--- config.mk ---
export PLATFORM = sky130hd
export DESIGN_NAME = cpu_context_regs
export DESIGN_NICKNAME = d
export VERILOG_FILES = /design/src/ctx_pkg.sv /design/src/core_divider.sv /design/src/cpu_context_regs.sv /design/src/ret_stack.sv
export SDC_FILE = /design/constraint.sdc
export NUM_CORES = 1
export LEC_CHECK = 0
export ABC_AREA = 1
export BUFFER_PORTS_ARGS = -buffer_cell sky130_fd_sc_hd__buf_2
export CAP_MARGIN = 25
export CELL_PAD_IN_SITES_DETAIL_PLACEMENT = 1
export CELL_PAD_IN_SITES_GLOBAL_PLACEMENT = 2
export CORE_MARGIN = 2
export CORE_UTILIZATION = 35
export DETAILED_ROUTE_END_ITERATION = 10
export PLACE_DENSITY_LB_ADDON = 0.1
export SLEW_MARGIN = 20
export SYNTH_ARGS = -nofsm -noshare
export SYNTH_HDL_FRONTEND = slang
export SYNTH_SLANG_ARGS = --single-unit
--- constraint.sdc ---
create_clock -name CORE_CLK -period 4.25 [get_ports CORE_CLK]
set_clock_uncertainty 0.15 [all_clocks]
set_input_delay 0.85 -clock CORE_CLK [delete_from_list [all_inputs] [get_ports CORE_CLK]]
set_output_delay 0.85 -clock CORE_CLK [all_outputs]
set_load 0.01 [all_outputs]
--- src/ctx_pkg.sv ---
// shared constants and types for the core context block
package ctx_pkg;
   localparam logic [7:0] ADDR_FIRST_POINTER = 8'h80;
   localparam logic [7:0] ADDR_SECOND_POINTER = 8'h81;
   localparam logic [7:0] ADDR_FIRST_SHORT = 8'h82;
   localparam logic [7:0] ADDR_SECOND_SHORT = 8'h83;
   localparam logic [7:0] ADDR_SUM = 8'hff;
   localparam logic [7:0] REG_RESET = 8'h00;
   localparam logic [11:0] RESET_VECTOR = 12'hffe;
   localparam logic [11:0] PTR_RESET = 12'h000;
   localparam int STACK_DEPTH = 6;
   localparam logic [2:0] DEPTH_MAX = 3'h6;
   localparam logic [2:0] DEPTH_EMPTY = 3'h0;
   localparam int CORE_DIV = 13;
   localparam logic [3:0] DIV_LAST = 4'hc;
   localparam logic [2:0] CYC_SHORT = 3'h2;
   localparam logic [2:0] CYC_MID = 3'h4;
   localparam logic [2:0] CYC_LONG = 3'h5;
   localparam logic [2:0] CYC_ONE_BYTE_SHORT = 3'h4;
   // instruction pointer update command
   typedef enum logic [7:0] {
      IP_HOLD   = 8'h01,
      IP_INC    = 8'h02,
      IP_JUMP   = 8'h04,
      IP_CALL   = 8'h08,
      IP_IRQ    = 8'h10,
      IP_NMI    = 8'h20,
      IP_RETURN_SUB = 8'h40,
      IP_RETURN_IRQ = 8'h80
   } ip_cmd_t;
   // flag context, one-hot
   typedef enum logic [2:0] {
      CTX_MAIN = 3'h1,
      CTX_IRQ  = 3'h2,
      CTX_TOP  = 3'h4
   } ctx_t;
   function automatic logic is_mapped(input logic [7:0] a);
      is_mapped = (a == ADDR_FIRST_POINTER) || (a == ADDR_SECOND_POINTER) ||
                  (a == ADDR_FIRST_SHORT) || (a == ADDR_SECOND_SHORT) || (a == ADDR_SUM);
   endfunction
endpackage

--- src/core_divider.sv ---
// divide-by-13 core cycle strobe generator
`timescale 1ns/1ps
module core_divider (
   // clock and reset
   input wire logic clk,
   input wire logic rst_n,
   // strobe
   output logic cycle_tick
);
   typedef struct packed {
      logic [3:0] cnt;
      logic tick;
   } div_t;
   div_t d_ff, nxt_d;
   always_comb begin
      nxt_d = d_ff;
      nxt_d.tick = (d_ff.cnt == ctx_pkg::DIV_LAST);
      nxt_d.cnt = nxt_d.tick ? 4'h0 : d_ff.cnt + 4'h1;
   end
   always_ff @(posedge clk or negedge rst_n) begin
      if (!rst_n) begin
         d_ff <= '0;
      end else begin
         d_ff <= nxt_d;
      end
   end
   assign cycle_tick = d_ff.tick;
endmodule

--- src/cpu_context_regs.sv ---
// programmer-visible core registers, banked flags and return stack
`timescale 1ns/1ps
// Overview of operation
// - sum register at data address ff
// - pointer registers at data addresses 80, 81
// - short registers at data addresses 82, 83
// - short register operand: one byte, four cycles
// - 12-bit instruction pointer, advances after fetch
// - pointer loads jump, call, vector, reset, pop
// - relative branch adds signed offset via alu
// - three flag pairs, active context only used
// - interrupt entry switches pair, return restores
// - pairs kept across switches, own-context access
// - carry from carry, borrow, bit test, rotate
// - zero set when result equals zero
// - reset starts in top-priority context
// - push shifts levels down, sixth lost
// - return pops level one, shifts up
// - over six nested pushes saturates depth
// - return on empty stack continues sequentially
// - only instruction pointer is pushed
// - core cycle is internal clock over 13
// - instructions take two, four or five cycles
// - reset empties the return stack
// - reset loads pointer from vector fff e
module cpu_context_regs (
   // clock and reset
   input wire logic CORE_CLK,
   input wire logic RST_N,
   // instruction pointer control
   input wire logic IP_STEP,
   input wire logic [7:0] IP_CMD,
   input wire logic [11:0] IP_TARGET,
   input wire logic [7:0] BRANCH_OFS,
   input wire logic BRANCH_EN,
   input wire logic BRANCH_SUB,
   // data space bus
   input wire logic [7:0] DS_ADDR,
   input wire logic DS_WR,
   input wire logic DS_RD,
   input wire logic [7:0] DS_WDATA,
   // alu write-back
   input wire logic SUM_WR,
   input wire logic [7:0] SUM_WDATA,
   // flag update
   input wire logic ARITH_UPD,
   input wire logic ARITH_CARRY,
   input wire logic LOGIC_UPD,
   input wire logic [7:0] RESULT,
   input wire logic BITTEST_UPD,
   input wire logic BITTEST_VAL,
   input wire logic ROTATE_UPD,
   input wire logic ROTATE_OUT,
   // instruction timing
   input wire logic INSTR_START,
   input wire logic [2:0] INSTR_LEN,
   // outputs
   output logic [11:0] INSTRUCTION_POINTER,
   output logic [7:0] DS_RDATA,
   output logic DS_HIT,
   output logic [7:0] SUM_VALUE,
   output logic [7:0] FIRST_POINTER,
   output logic [7:0] SECOND_POINTER,
   output logic [7:0] FIRST_SHORT,
   output logic [7:0] SECOND_SHORT,
   output logic CARRY_OUT,
   output logic ZERO_OUT,
   output logic [2:0] CONTEXT,
   output logic [2:0] STACK_DEPTH,
   output logic CORE_TICK,
   output logic INSTR_DONE,
   output logic LEN_ERR
);
   typedef struct packed {
      logic [11:0] ip;
      logic [7:0] sum;
      logic [7:0] ptr0;
      logic [7:0] ptr1;
      logic [7:0] sh0;
      logic [7:0] sh1;
      logic main_borrow_bit;
      logic main_null_bit;
      logic irq_borrow_bit;
      logic irq_null_bit;
      logic top_borrow_bit;
      logic top_null_bit;
      ctx_pkg::ctx_t ctx;
      ctx_pkg::ctx_t prev_ctx;
      logic [7:0] rdata;
      logic hit;
      logic carry;
      logic zero;
      logic [2:0] cyc_left;
      logic done;
      logic len_err;
      logic tick;
      logic [2:0] depth;
   } core_t;
   core_t s_ff, nxt_s;
   logic tick;
   logic push;
   logic pop;
   logic [11:0] stk_top;
   logic stk_empty;
   logic [2:0] stk_depth;
   logic [11:0] ofs_ext;
   logic cur_c;
   logic cur_z;
   logic new_c;
   logic new_z;
   logic ctx_back;
   logic step;
   core_divider u_div (
      .clk(CORE_CLK),
      .rst_n(RST_N),
      .cycle_tick(tick)
   );
   assign step = IP_STEP;
   assign push = step && (IP_CMD == ctx_pkg::IP_CALL || IP_CMD == ctx_pkg::IP_IRQ ||
                          IP_CMD == ctx_pkg::IP_NMI);
   assign pop = step && (IP_CMD == ctx_pkg::IP_RETURN_SUB ||
                         IP_CMD == ctx_pkg::IP_RETURN_IRQ);
   return_stack u_stack (
      .clk(CORE_CLK),
      .rst_n(RST_N),
      .push(push),
      .pop(pop),
      .push_data(s_ff.ip),
      .top_data(stk_top),
      .empty(stk_empty),
      .depth(stk_depth)
   );
   assign ofs_ext = {{4{BRANCH_OFS[7]}}, BRANCH_OFS};
   always_comb begin
      nxt_s = s_ff;
      ctx_back = 1'b0;
      cur_c = 1'b0;
      cur_z = 1'b0;
      new_c = 1'b0;
      new_z = 1'b0;
      nxt_s.tick = tick;
      // instruction pointer sources
      if (step) begin
         unique case (IP_CMD)
            ctx_pkg::IP_HOLD: nxt_s.ip = s_ff.ip;
            ctx_pkg::IP_INC: begin
               if (BRANCH_EN) begin
                  nxt_s.ip = BRANCH_SUB ? s_ff.ip - ofs_ext : s_ff.ip + ofs_ext;
               end else begin
                  nxt_s.ip = s_ff.ip + 12'h001;
               end
            end
            ctx_pkg::IP_JUMP: nxt_s.ip = IP_TARGET;
            ctx_pkg::IP_CALL: nxt_s.ip = IP_TARGET;
            ctx_pkg::IP_IRQ: nxt_s.ip = IP_TARGET;
            ctx_pkg::IP_NMI: nxt_s.ip = IP_TARGET;
            ctx_pkg::IP_RETURN_SUB, ctx_pkg::IP_RETURN_IRQ: begin
               nxt_s.ip = stk_empty ? s_ff.ip + 12'h001 : stk_top;
               ctx_back = (IP_CMD == ctx_pkg::IP_RETURN_IRQ);
            end
            default: nxt_s.ip = s_ff.ip;
         endcase
      end
      // active pair read
      unique case (s_ff.ctx)
         ctx_pkg::CTX_MAIN: begin
            cur_c = s_ff.main_borrow_bit;
            cur_z = s_ff.main_null_bit;
         end
         ctx_pkg::CTX_IRQ: begin
            cur_c = s_ff.irq_borrow_bit;
            cur_z = s_ff.irq_null_bit;
         end
         ctx_pkg::CTX_TOP: begin
            cur_c = s_ff.top_borrow_bit;
            cur_z = s_ff.top_null_bit;
         end
         default: begin
            cur_c = 1'b0;
            cur_z = 1'b0;
         end
      endcase
      new_c = cur_c;
      new_z = cur_z;
      if (ARITH_UPD) begin
         new_c = ARITH_CARRY;
         new_z = (RESULT == 8'h00);
      end else if (LOGIC_UPD) begin
         new_z = (RESULT == 8'h00);
      end else if (ROTATE_UPD) begin
         new_c = ROTATE_OUT;
         new_z = (RESULT == 8'h00);
      end
      if (BITTEST_UPD) begin
         new_c = BITTEST_VAL;
      end
      // only the active pair is written
      unique case (s_ff.ctx)
         ctx_pkg::CTX_MAIN: begin
            nxt_s.main_borrow_bit = new_c;
            nxt_s.main_null_bit = new_z;
         end
         ctx_pkg::CTX_IRQ: begin
            nxt_s.irq_borrow_bit = new_c;
            nxt_s.irq_null_bit = new_z;
         end
         ctx_pkg::CTX_TOP: begin
            nxt_s.top_borrow_bit = new_c;
            nxt_s.top_null_bit = new_z;
         end
         default: nxt_s.ctx = ctx_pkg::CTX_TOP;
      endcase
      // context switching leaves every pair untouched
      if (step && IP_CMD == ctx_pkg::IP_NMI) begin
         nxt_s.prev_ctx = s_ff.ctx;
         nxt_s.ctx = ctx_pkg::CTX_TOP;
      end else if (step && IP_CMD == ctx_pkg::IP_IRQ) begin
         nxt_s.prev_ctx = s_ff.ctx;
         nxt_s.ctx = ctx_pkg::CTX_IRQ;
      end else if (ctx_back) begin
         // one level of history; further returns fall back to main
         nxt_s.ctx = s_ff.prev_ctx;
         nxt_s.prev_ctx = ctx_pkg::CTX_MAIN;
      end
      // data space writes, bus write wins over alu write-back
      if (SUM_WR) begin
         nxt_s.sum = SUM_WDATA;
      end
      if (DS_WR) begin
         unique case (DS_ADDR)
            ctx_pkg::ADDR_SUM: nxt_s.sum = DS_WDATA;
            ctx_pkg::ADDR_FIRST_POINTER: nxt_s.ptr0 = DS_WDATA;
            ctx_pkg::ADDR_SECOND_POINTER: nxt_s.ptr1 = DS_WDATA;
            ctx_pkg::ADDR_FIRST_SHORT: nxt_s.sh0 = DS_WDATA;
            ctx_pkg::ADDR_SECOND_SHORT: nxt_s.sh1 = DS_WDATA;
            default: nxt_s.sum = nxt_s.sum;
         endcase
      end
      // data space reads return the live value
      nxt_s.hit = DS_RD && ctx_pkg::is_mapped(DS_ADDR);
      unique case (DS_ADDR)
         ctx_pkg::ADDR_SUM: nxt_s.rdata = s_ff.sum;
         ctx_pkg::ADDR_FIRST_POINTER: nxt_s.rdata = s_ff.ptr0;
         ctx_pkg::ADDR_SECOND_POINTER: nxt_s.rdata = s_ff.ptr1;
         ctx_pkg::ADDR_FIRST_SHORT: nxt_s.rdata = s_ff.sh0;
         ctx_pkg::ADDR_SECOND_SHORT: nxt_s.rdata = s_ff.sh1;
         default: nxt_s.rdata = 8'h00;
      endcase
      if (!DS_RD) begin
         nxt_s.rdata = 8'h00;
      end
      // instruction length in core cycles
      nxt_s.done = 1'b0;
      if (INSTR_START) begin
         nxt_s.len_err = !(INSTR_LEN == ctx_pkg::CYC_SHORT || INSTR_LEN == ctx_pkg::CYC_MID ||
                           INSTR_LEN == ctx_pkg::CYC_LONG);
         nxt_s.cyc_left = nxt_s.len_err ? ctx_pkg::CYC_ONE_BYTE_SHORT : INSTR_LEN;
      end else if (tick && s_ff.cyc_left != 3'h0) begin
         nxt_s.cyc_left = s_ff.cyc_left - 3'h1;
         nxt_s.done = (s_ff.cyc_left == 3'h1);
      end
      nxt_s.carry = new_c;
      nxt_s.zero = new_z;
      if (nxt_s.ctx != s_ff.ctx) begin
         unique case (nxt_s.ctx)
            ctx_pkg::CTX_MAIN: begin
               nxt_s.carry = s_ff.main_borrow_bit;
               nxt_s.zero = s_ff.main_null_bit;
            end
            ctx_pkg::CTX_IRQ: begin
               nxt_s.carry = s_ff.irq_borrow_bit;
               nxt_s.zero = s_ff.irq_null_bit;
            end
            default: begin
               nxt_s.carry = s_ff.top_borrow_bit;
               nxt_s.zero = s_ff.top_null_bit;
            end
         endcase
      end
      nxt_s.depth = stk_depth;
   end
   always_ff @(posedge CORE_CLK or negedge RST_N) begin
      if (!RST_N) begin
         s_ff <= '0;
         s_ff.ip <= ctx_pkg::RESET_VECTOR;
         s_ff.ctx <= ctx_pkg::CTX_TOP;
         s_ff.prev_ctx <= ctx_pkg::CTX_MAIN;
         s_ff.sum <= ctx_pkg::REG_RESET;
         s_ff.cyc_left <= 3'h0;
      end else begin
         s_ff <= nxt_s;
      end
   end
   assign INSTRUCTION_POINTER = s_ff.ip;
   assign DS_RDATA = s_ff.rdata;
   assign DS_HIT = s_ff.hit;
   assign SUM_VALUE = s_ff.sum;
   assign FIRST_POINTER = s_ff.ptr0;
   assign SECOND_POINTER = s_ff.ptr1;
   assign FIRST_SHORT = s_ff.sh0;
   assign SECOND_SHORT = s_ff.sh1;
   assign CARRY_OUT = s_ff.carry;
   assign ZERO_OUT = s_ff.zero;
   assign CONTEXT = s_ff.ctx;
   assign STACK_DEPTH = s_ff.depth;
   assign CORE_TICK = s_ff.tick;
   assign INSTR_DONE = s_ff.done;
   assign LEN_ERR = s_ff.len_err;
endmodule

--- src/ret_stack.sv ---
// six-level 12-bit return stack with saturating depth
`timescale 1ns/1ps
module return_stack (
   // clock and reset
   input wire logic clk,
   input wire logic rst_n,
   // control
   input wire logic push,
   input wire logic pop,
   input wire logic [11:0] push_data,
   // state
   output logic [11:0] top_data,
   output logic empty,
   output logic [2:0] depth
);
   typedef struct packed {
      logic [ctx_pkg::STACK_DEPTH-1:0][11:0] lvl;
      logic [2:0] depth;
      logic [11:0] top;
   } stk_t;
   stk_t st_ff, nxt_st;
   always_comb begin
      nxt_st = st_ff;
      if (push) begin
         for (int i = ctx_pkg::STACK_DEPTH - 1; i > 0; i--) begin
            nxt_st.lvl[i] = st_ff.lvl[i-1];
         end
         nxt_st.lvl[0] = push_data;
         if (st_ff.depth != ctx_pkg::DEPTH_MAX) begin
            nxt_st.depth = st_ff.depth + 3'h1;
         end
      end else if (pop && st_ff.depth != ctx_pkg::DEPTH_EMPTY) begin
         for (int i = 0; i < ctx_pkg::STACK_DEPTH - 1; i++) begin
            nxt_st.lvl[i] = st_ff.lvl[i+1];
         end
         nxt_st.depth = st_ff.depth - 3'h1;
      end
      nxt_st.top = nxt_st.lvl[0];
   end
   always_ff @(posedge clk or negedge rst_n) begin
      if (!rst_n) begin
         st_ff <= '0;
      end else begin
         st_ff <= nxt_st;
      end
   end
   assign top_data = st_ff.top;
   assign empty = (st_ff.depth == ctx_pkg::DEPTH_EMPTY);
   assign depth = st_ff.depth;
endmodule

==> impl_metrics.prom <==
# TYPE chip_impl_metric gauge
chip_impl_info{name="outcome",value="finished, final reports clean"} 1
chip_impl_metric{name="wire_length_of_the_first_global_routing_pass",unit="mm"} 45.0
chip_impl_metric{name="synthSimpleGateAreaFrac",unit="%"} 25.6
chip_impl_metric{name="final_nets",unit=""} 1367
chip_impl_metric{name="ys_seq_elements",unit=""} 164
chip_impl_metric{name="gr-usage-met1",unit="%"} 26.6
chip_impl_metric{name="final.period_utilization",unit="%"} 68.1
chip_impl_metric{name="cts-buffers-inserted",unit=""} 17
chip_impl_metric{name="timing_max_transition_violations_final",unit=""} 0
chip_impl_metric{name="synth_fp_nets",unit=""} 1294
chip_impl_metric{name="grt_antenna_before_repair",unit=""} 0
chip_impl_info{name="tritoncts",value="done"} 1
chip_impl_metric{name="placement_rows",unit=""} 60
chip_impl_metric{name="first_global_vias",unit=""} 8572
chip_impl_metric{name="critPathRequiredTime",unit="ns"} 4.47
chip_impl_metric{name="timing.setup.tns",unit="ns"} 0
chip_impl_metric{name="cts.sink_count",unit=""} 164
chip_impl_metric{name="setup-violations-final",unit=""} 0
chip_impl_info{name="setup_repair_after_global_routing_missed_its_margin",value="no"} 1
chip_impl_metric{name="finalWorstPathRequiredPeriod",unit="ns"} 2.90
chip_impl_metric{name="clkLatencyLatePin",unit="ns"} 0.44
chip_impl_metric{name="grt.overflow.total",unit=""} 0
chip_impl_metric{name="synth_edf_count",unit=""} 0
chip_impl_info{name="critical-path-slowest-cell",value="ha_1"} 1
chip_impl_metric{name="p_leak",unit="nW"} 5.42
chip_impl_metric{name="worst_ir_drop_vdd",unit="mV"} 0.219
chip_impl_info{name="synth_top_family_by_area",value="simple AND/OR/NAND/NOR gates"} 1
chip_impl_metric{name="maxcap_violations",unit=""} 0
chip_impl_metric{name="io_buffers",unit=""} 150
chip_impl_metric{name="crit_arrival",unit="ns"} 3.11
chip_impl_metric{name="fin_util",unit="%"} 39.7
chip_impl_metric{name="synth_fa_ha_area_share",unit="%"} 2.78
chip_impl_metric{name="highest_cell_delay_on_the_worst_timing_path",unit="ns"} 0.35
chip_impl_info{name="grt_most_used_layer",value="met2"} 1
chip_impl_metric{name="antennaDiodeCount",unit=""} 0
chip_impl_info{name="critical_path.cell_chain",value="buf_2 > inv_1 > ha_1 > inv_1 > nor2_1 > a21oi_1 > xor2_1 > inv_1 > ha_1 > nand2_1 > o21ai_0 > a21oi_1 > or2_2 > nand3_1 > nand2_1 > nand2_1 > nand2_1 > nand2_1"} 1
chip_impl_metric{name="synth-compound-area-share",unit="%"} 14.2
chip_impl_metric{name="drt_pre_antenna_iters",unit=""} 4
chip_impl_metric{name="netlist.area_leader.share",unit="%"} 39.6
chip_impl_metric{name="hold_violations",unit=""} 0
chip_impl_metric{name="grt_max_degree",unit=""} 82
chip_impl_metric{name="cts_hold_buffers",unit=""} 0
chip_impl_metric{name="area_delta_synth_final",unit="%"} 11.9
chip_impl_metric{name="routed_length_per_instance",unit="µm"} 16.7
chip_impl_info{name="netlist.top_cell.by_area",value="dfrtp_1"} 1
chip_impl_metric{name="floorplan.die.width",unit="µm"} 169
chip_impl_metric{name="detail_route.drc_violations",unit=""} 0
chip_impl_info{name="worst_setup_path_start_kind",value="input pin"} 1
chip_impl_metric{name="synth_seq_area_share",unit="%"} 43.2
chip_impl_metric{name="worst-slew-pin-transition",unit="ns"} 1.02
chip_impl_metric{name="core-area",unit="µm²"} 26900
chip_impl_metric{name="max_slew_margin",unit="%"} 31.9
chip_impl_metric{name="post_synth.cell_area_avg",unit="µm²"} 7.98
chip_impl_metric{name="drt_iter0_markers",unit=""} 392
chip_impl_metric{name="initial_core_util",unit="%"} 35.5
chip_impl_metric{name="synthesis.instances",unit=""} 1195
chip_impl_metric{name="final_layout_size_suffix_gt1_share",unit="%"} 20.3
chip_impl_metric{name="final_antenna_violating_net_count",unit=""} 0
chip_impl_metric{name="muxShareOfSynthArea",unit="%"} 0.735
chip_impl_metric{name="synthDistinctLibCells",unit=""} 47
chip_impl_metric{name="timing.fmax",unit="MHz"} 345
chip_impl_metric{name="htree_num_levels",unit=""} 4
chip_impl_metric{name="dpl.cell_count",unit=""} 1590
chip_impl_metric{name="stdcell_count",unit=""} 1622
chip_impl_metric{name="cts_resized",unit=""} 0
chip_impl_metric{name="ys_warn_count",unit=""} 0
chip_impl_metric{name="synth_area",unit="µm²"} 9530
chip_impl_metric{name="via_to_cell_ratio",unit=""} 5.05
chip_impl_metric{name="hpwl",unit="mm"} 19.9
chip_impl_info{name="path_type_of_the_worst_setup_path",value="in2reg"} 1
chip_impl_metric{name="finalWirelength",unit="mm"} 27.0
chip_impl_metric{name="io_pins",unit=""} 151
chip_impl_info{name="synthTopCellsByArea",value="dfrtp_1, nand2_1, buf_4"} 1
chip_impl_info{name="hold_path_class",value="in2async"} 1
chip_impl_metric{name="clkTransAtPathRegs",unit="ns"} 0.08
chip_impl_info{name="yosys_most_used_dff",value="dfrtp_1"} 1
chip_impl_metric{name="clock_path_buffers",unit=""} 2
chip_impl_metric{name="asyncSetResetFlopFracSynth",unit="%"} 100
chip_impl_info{name="critical_path.endpoint_type",value="flip-flop"} 1
chip_impl_metric{name="design.die.area",unit="µm²"} 28600
chip_impl_metric{name="synth_xor_area_share",unit="%"} 1.47
chip_impl_metric{name="die_height",unit="µm"} 169
chip_impl_metric{name="pwr_density_cell",unit="nW/µm²"} 425
chip_impl_info{name="cp_common_cell",value="nand2_1"} 1
chip_impl_metric{name="global_route.usage.met2",unit="%"} 33.5
chip_impl_metric{name="routabilityCongestion",unit=""} 0.779
chip_impl_metric{name="cts.repair_timing.setup_buffer_count",unit=""} 0
chip_impl_metric{name="detailroute.via_count",unit=""} 8184
chip_impl_metric{name="critical_path.max_fanout",unit=""} 4
chip_impl_metric{name="gr-usage-met3",unit="%"} 2.90
chip_impl_metric{name="grt.total_usage",unit="%"} 19.7
chip_impl_info{name="cts.root.buffer_cell",value="clkbuf_16"} 1
cell families (layout without fill, tap and decap cells):
group / Yosys count / after routing
compound gates: 205 / 205
xor+xnor: 16 / 16
fa+ha+maj: 20 / 20
buf+inv: 223 / 309
flops: 164 / 164
mux: 7 / 7
simple gates: 560 / 560
layout by cell type, fill, tap and decap left out, drive strengths merged, types with 20 or more instances in the layout:
cell and n:
nor2 62, a21oi 37, o21ai 78, nand2 365
o221ai 20, nand3 104, buf 159, inv 127
dfrtp 151, o211ai 50
metrics by stage:
stage               cell area [µm²]  hold slack (ns)  setup WS, ns  power (W)
global route                  10700            0.281          1.10    0.00484
finish                        10700            0.257          1.35    0.00453
global placement              10100            0.237         0.981    0.00301
CTS                           10700            0.264          1.35    0.00460
floorplan                      9530            0.204          1.35    0.00269
detailed placement            10100            0.245         0.910    0.00302
critical path: cells and delay by family:
family / cells / cell delay [ns]
AND/OR/NAND/NOR: 8 / 0.86
adder cells (fa/ha/maj): 2 / 0.52
AO/OA/AOI/OAI: 3 / 0.47
buffers and inverters: 4 / 0.27
XOR/XNOR: 1 / 0.13
routing by layer:
metal  up-vias  share of wire, %
met3        18               3.6
met1      3998                48
met2       143                48
li1       4025                 -
met4         0              0.79
met5         -                 0
cell type report:
cell class | instances | area, µm²
clock buffers | 18 | 429
clock inverters | 14 | 154
fillers | 3302 | 16200
inverters | 118 | 443
multi-input cells | 808 | 4270
flip-flops and latches | 164 | 4120
well taps | 341 | 427
repair buffers | 159 | 825
path summary, 6_finish.rpt:
| path | startpoint | endpoint | slack [ns] | cells past startpoint |
|---|---|---|---|---|
| max | BRANCH_OFS[1] | INSTRUCTION_POINTER[5] | 1.35 | 18 |
| min | RST_N | SUM_VALUE[7] | 0.26 | 1 |
| max reg2reg | u_stack.depth[2] | u_stack.st_ff[35] | 1.62 | 6 |
| min reg2reg | u_div.cycle_tick | CORE_TICK | 0.26 | 0 |
| max in group asynchronous | RST_N | INSTRUCTION_POINTER[11] | 2.65 | 2 |
| min in group CORE_CLK | u_div.cycle_tick | CORE_TICK | 0.26 | 0 |
synth_stat cells (all sizes together), types with 5 or more instances:
library cell	n
a21oi	37
buf	90
clkbuf	15
dfrtp	151
dfstp	13
ha	18
inv	118
mux2i	7
nand2	365
nand3	104
nand4	7
nor2	62
nor3	10
o211ai	50
o21a	10
o21ai	78
o221ai	20
or2	5
xor2	14
state kept, by name, summed over array words and instances (netlist names), 8 cells and up:
name                 cells
SUM_VALUE                8
u_stack.st_ff           72
FIRST_POINTER            8
INSTRUCTION_POINTER     12
SECOND_SHORT             8
FIRST_SHORT              8
DS_RDATA                 8
s_ff                    12
SECOND_POINTER           8
power by group:
| group | internal, W | switching (W) |
|---|---|---|
| Sequential | 0.00175 | 0.000176 |
| Combinational | 0.000391 | 0.000660 |
| Clock | 0.000789 | 0.000762 |
Power figures use the tool's default switching activity.
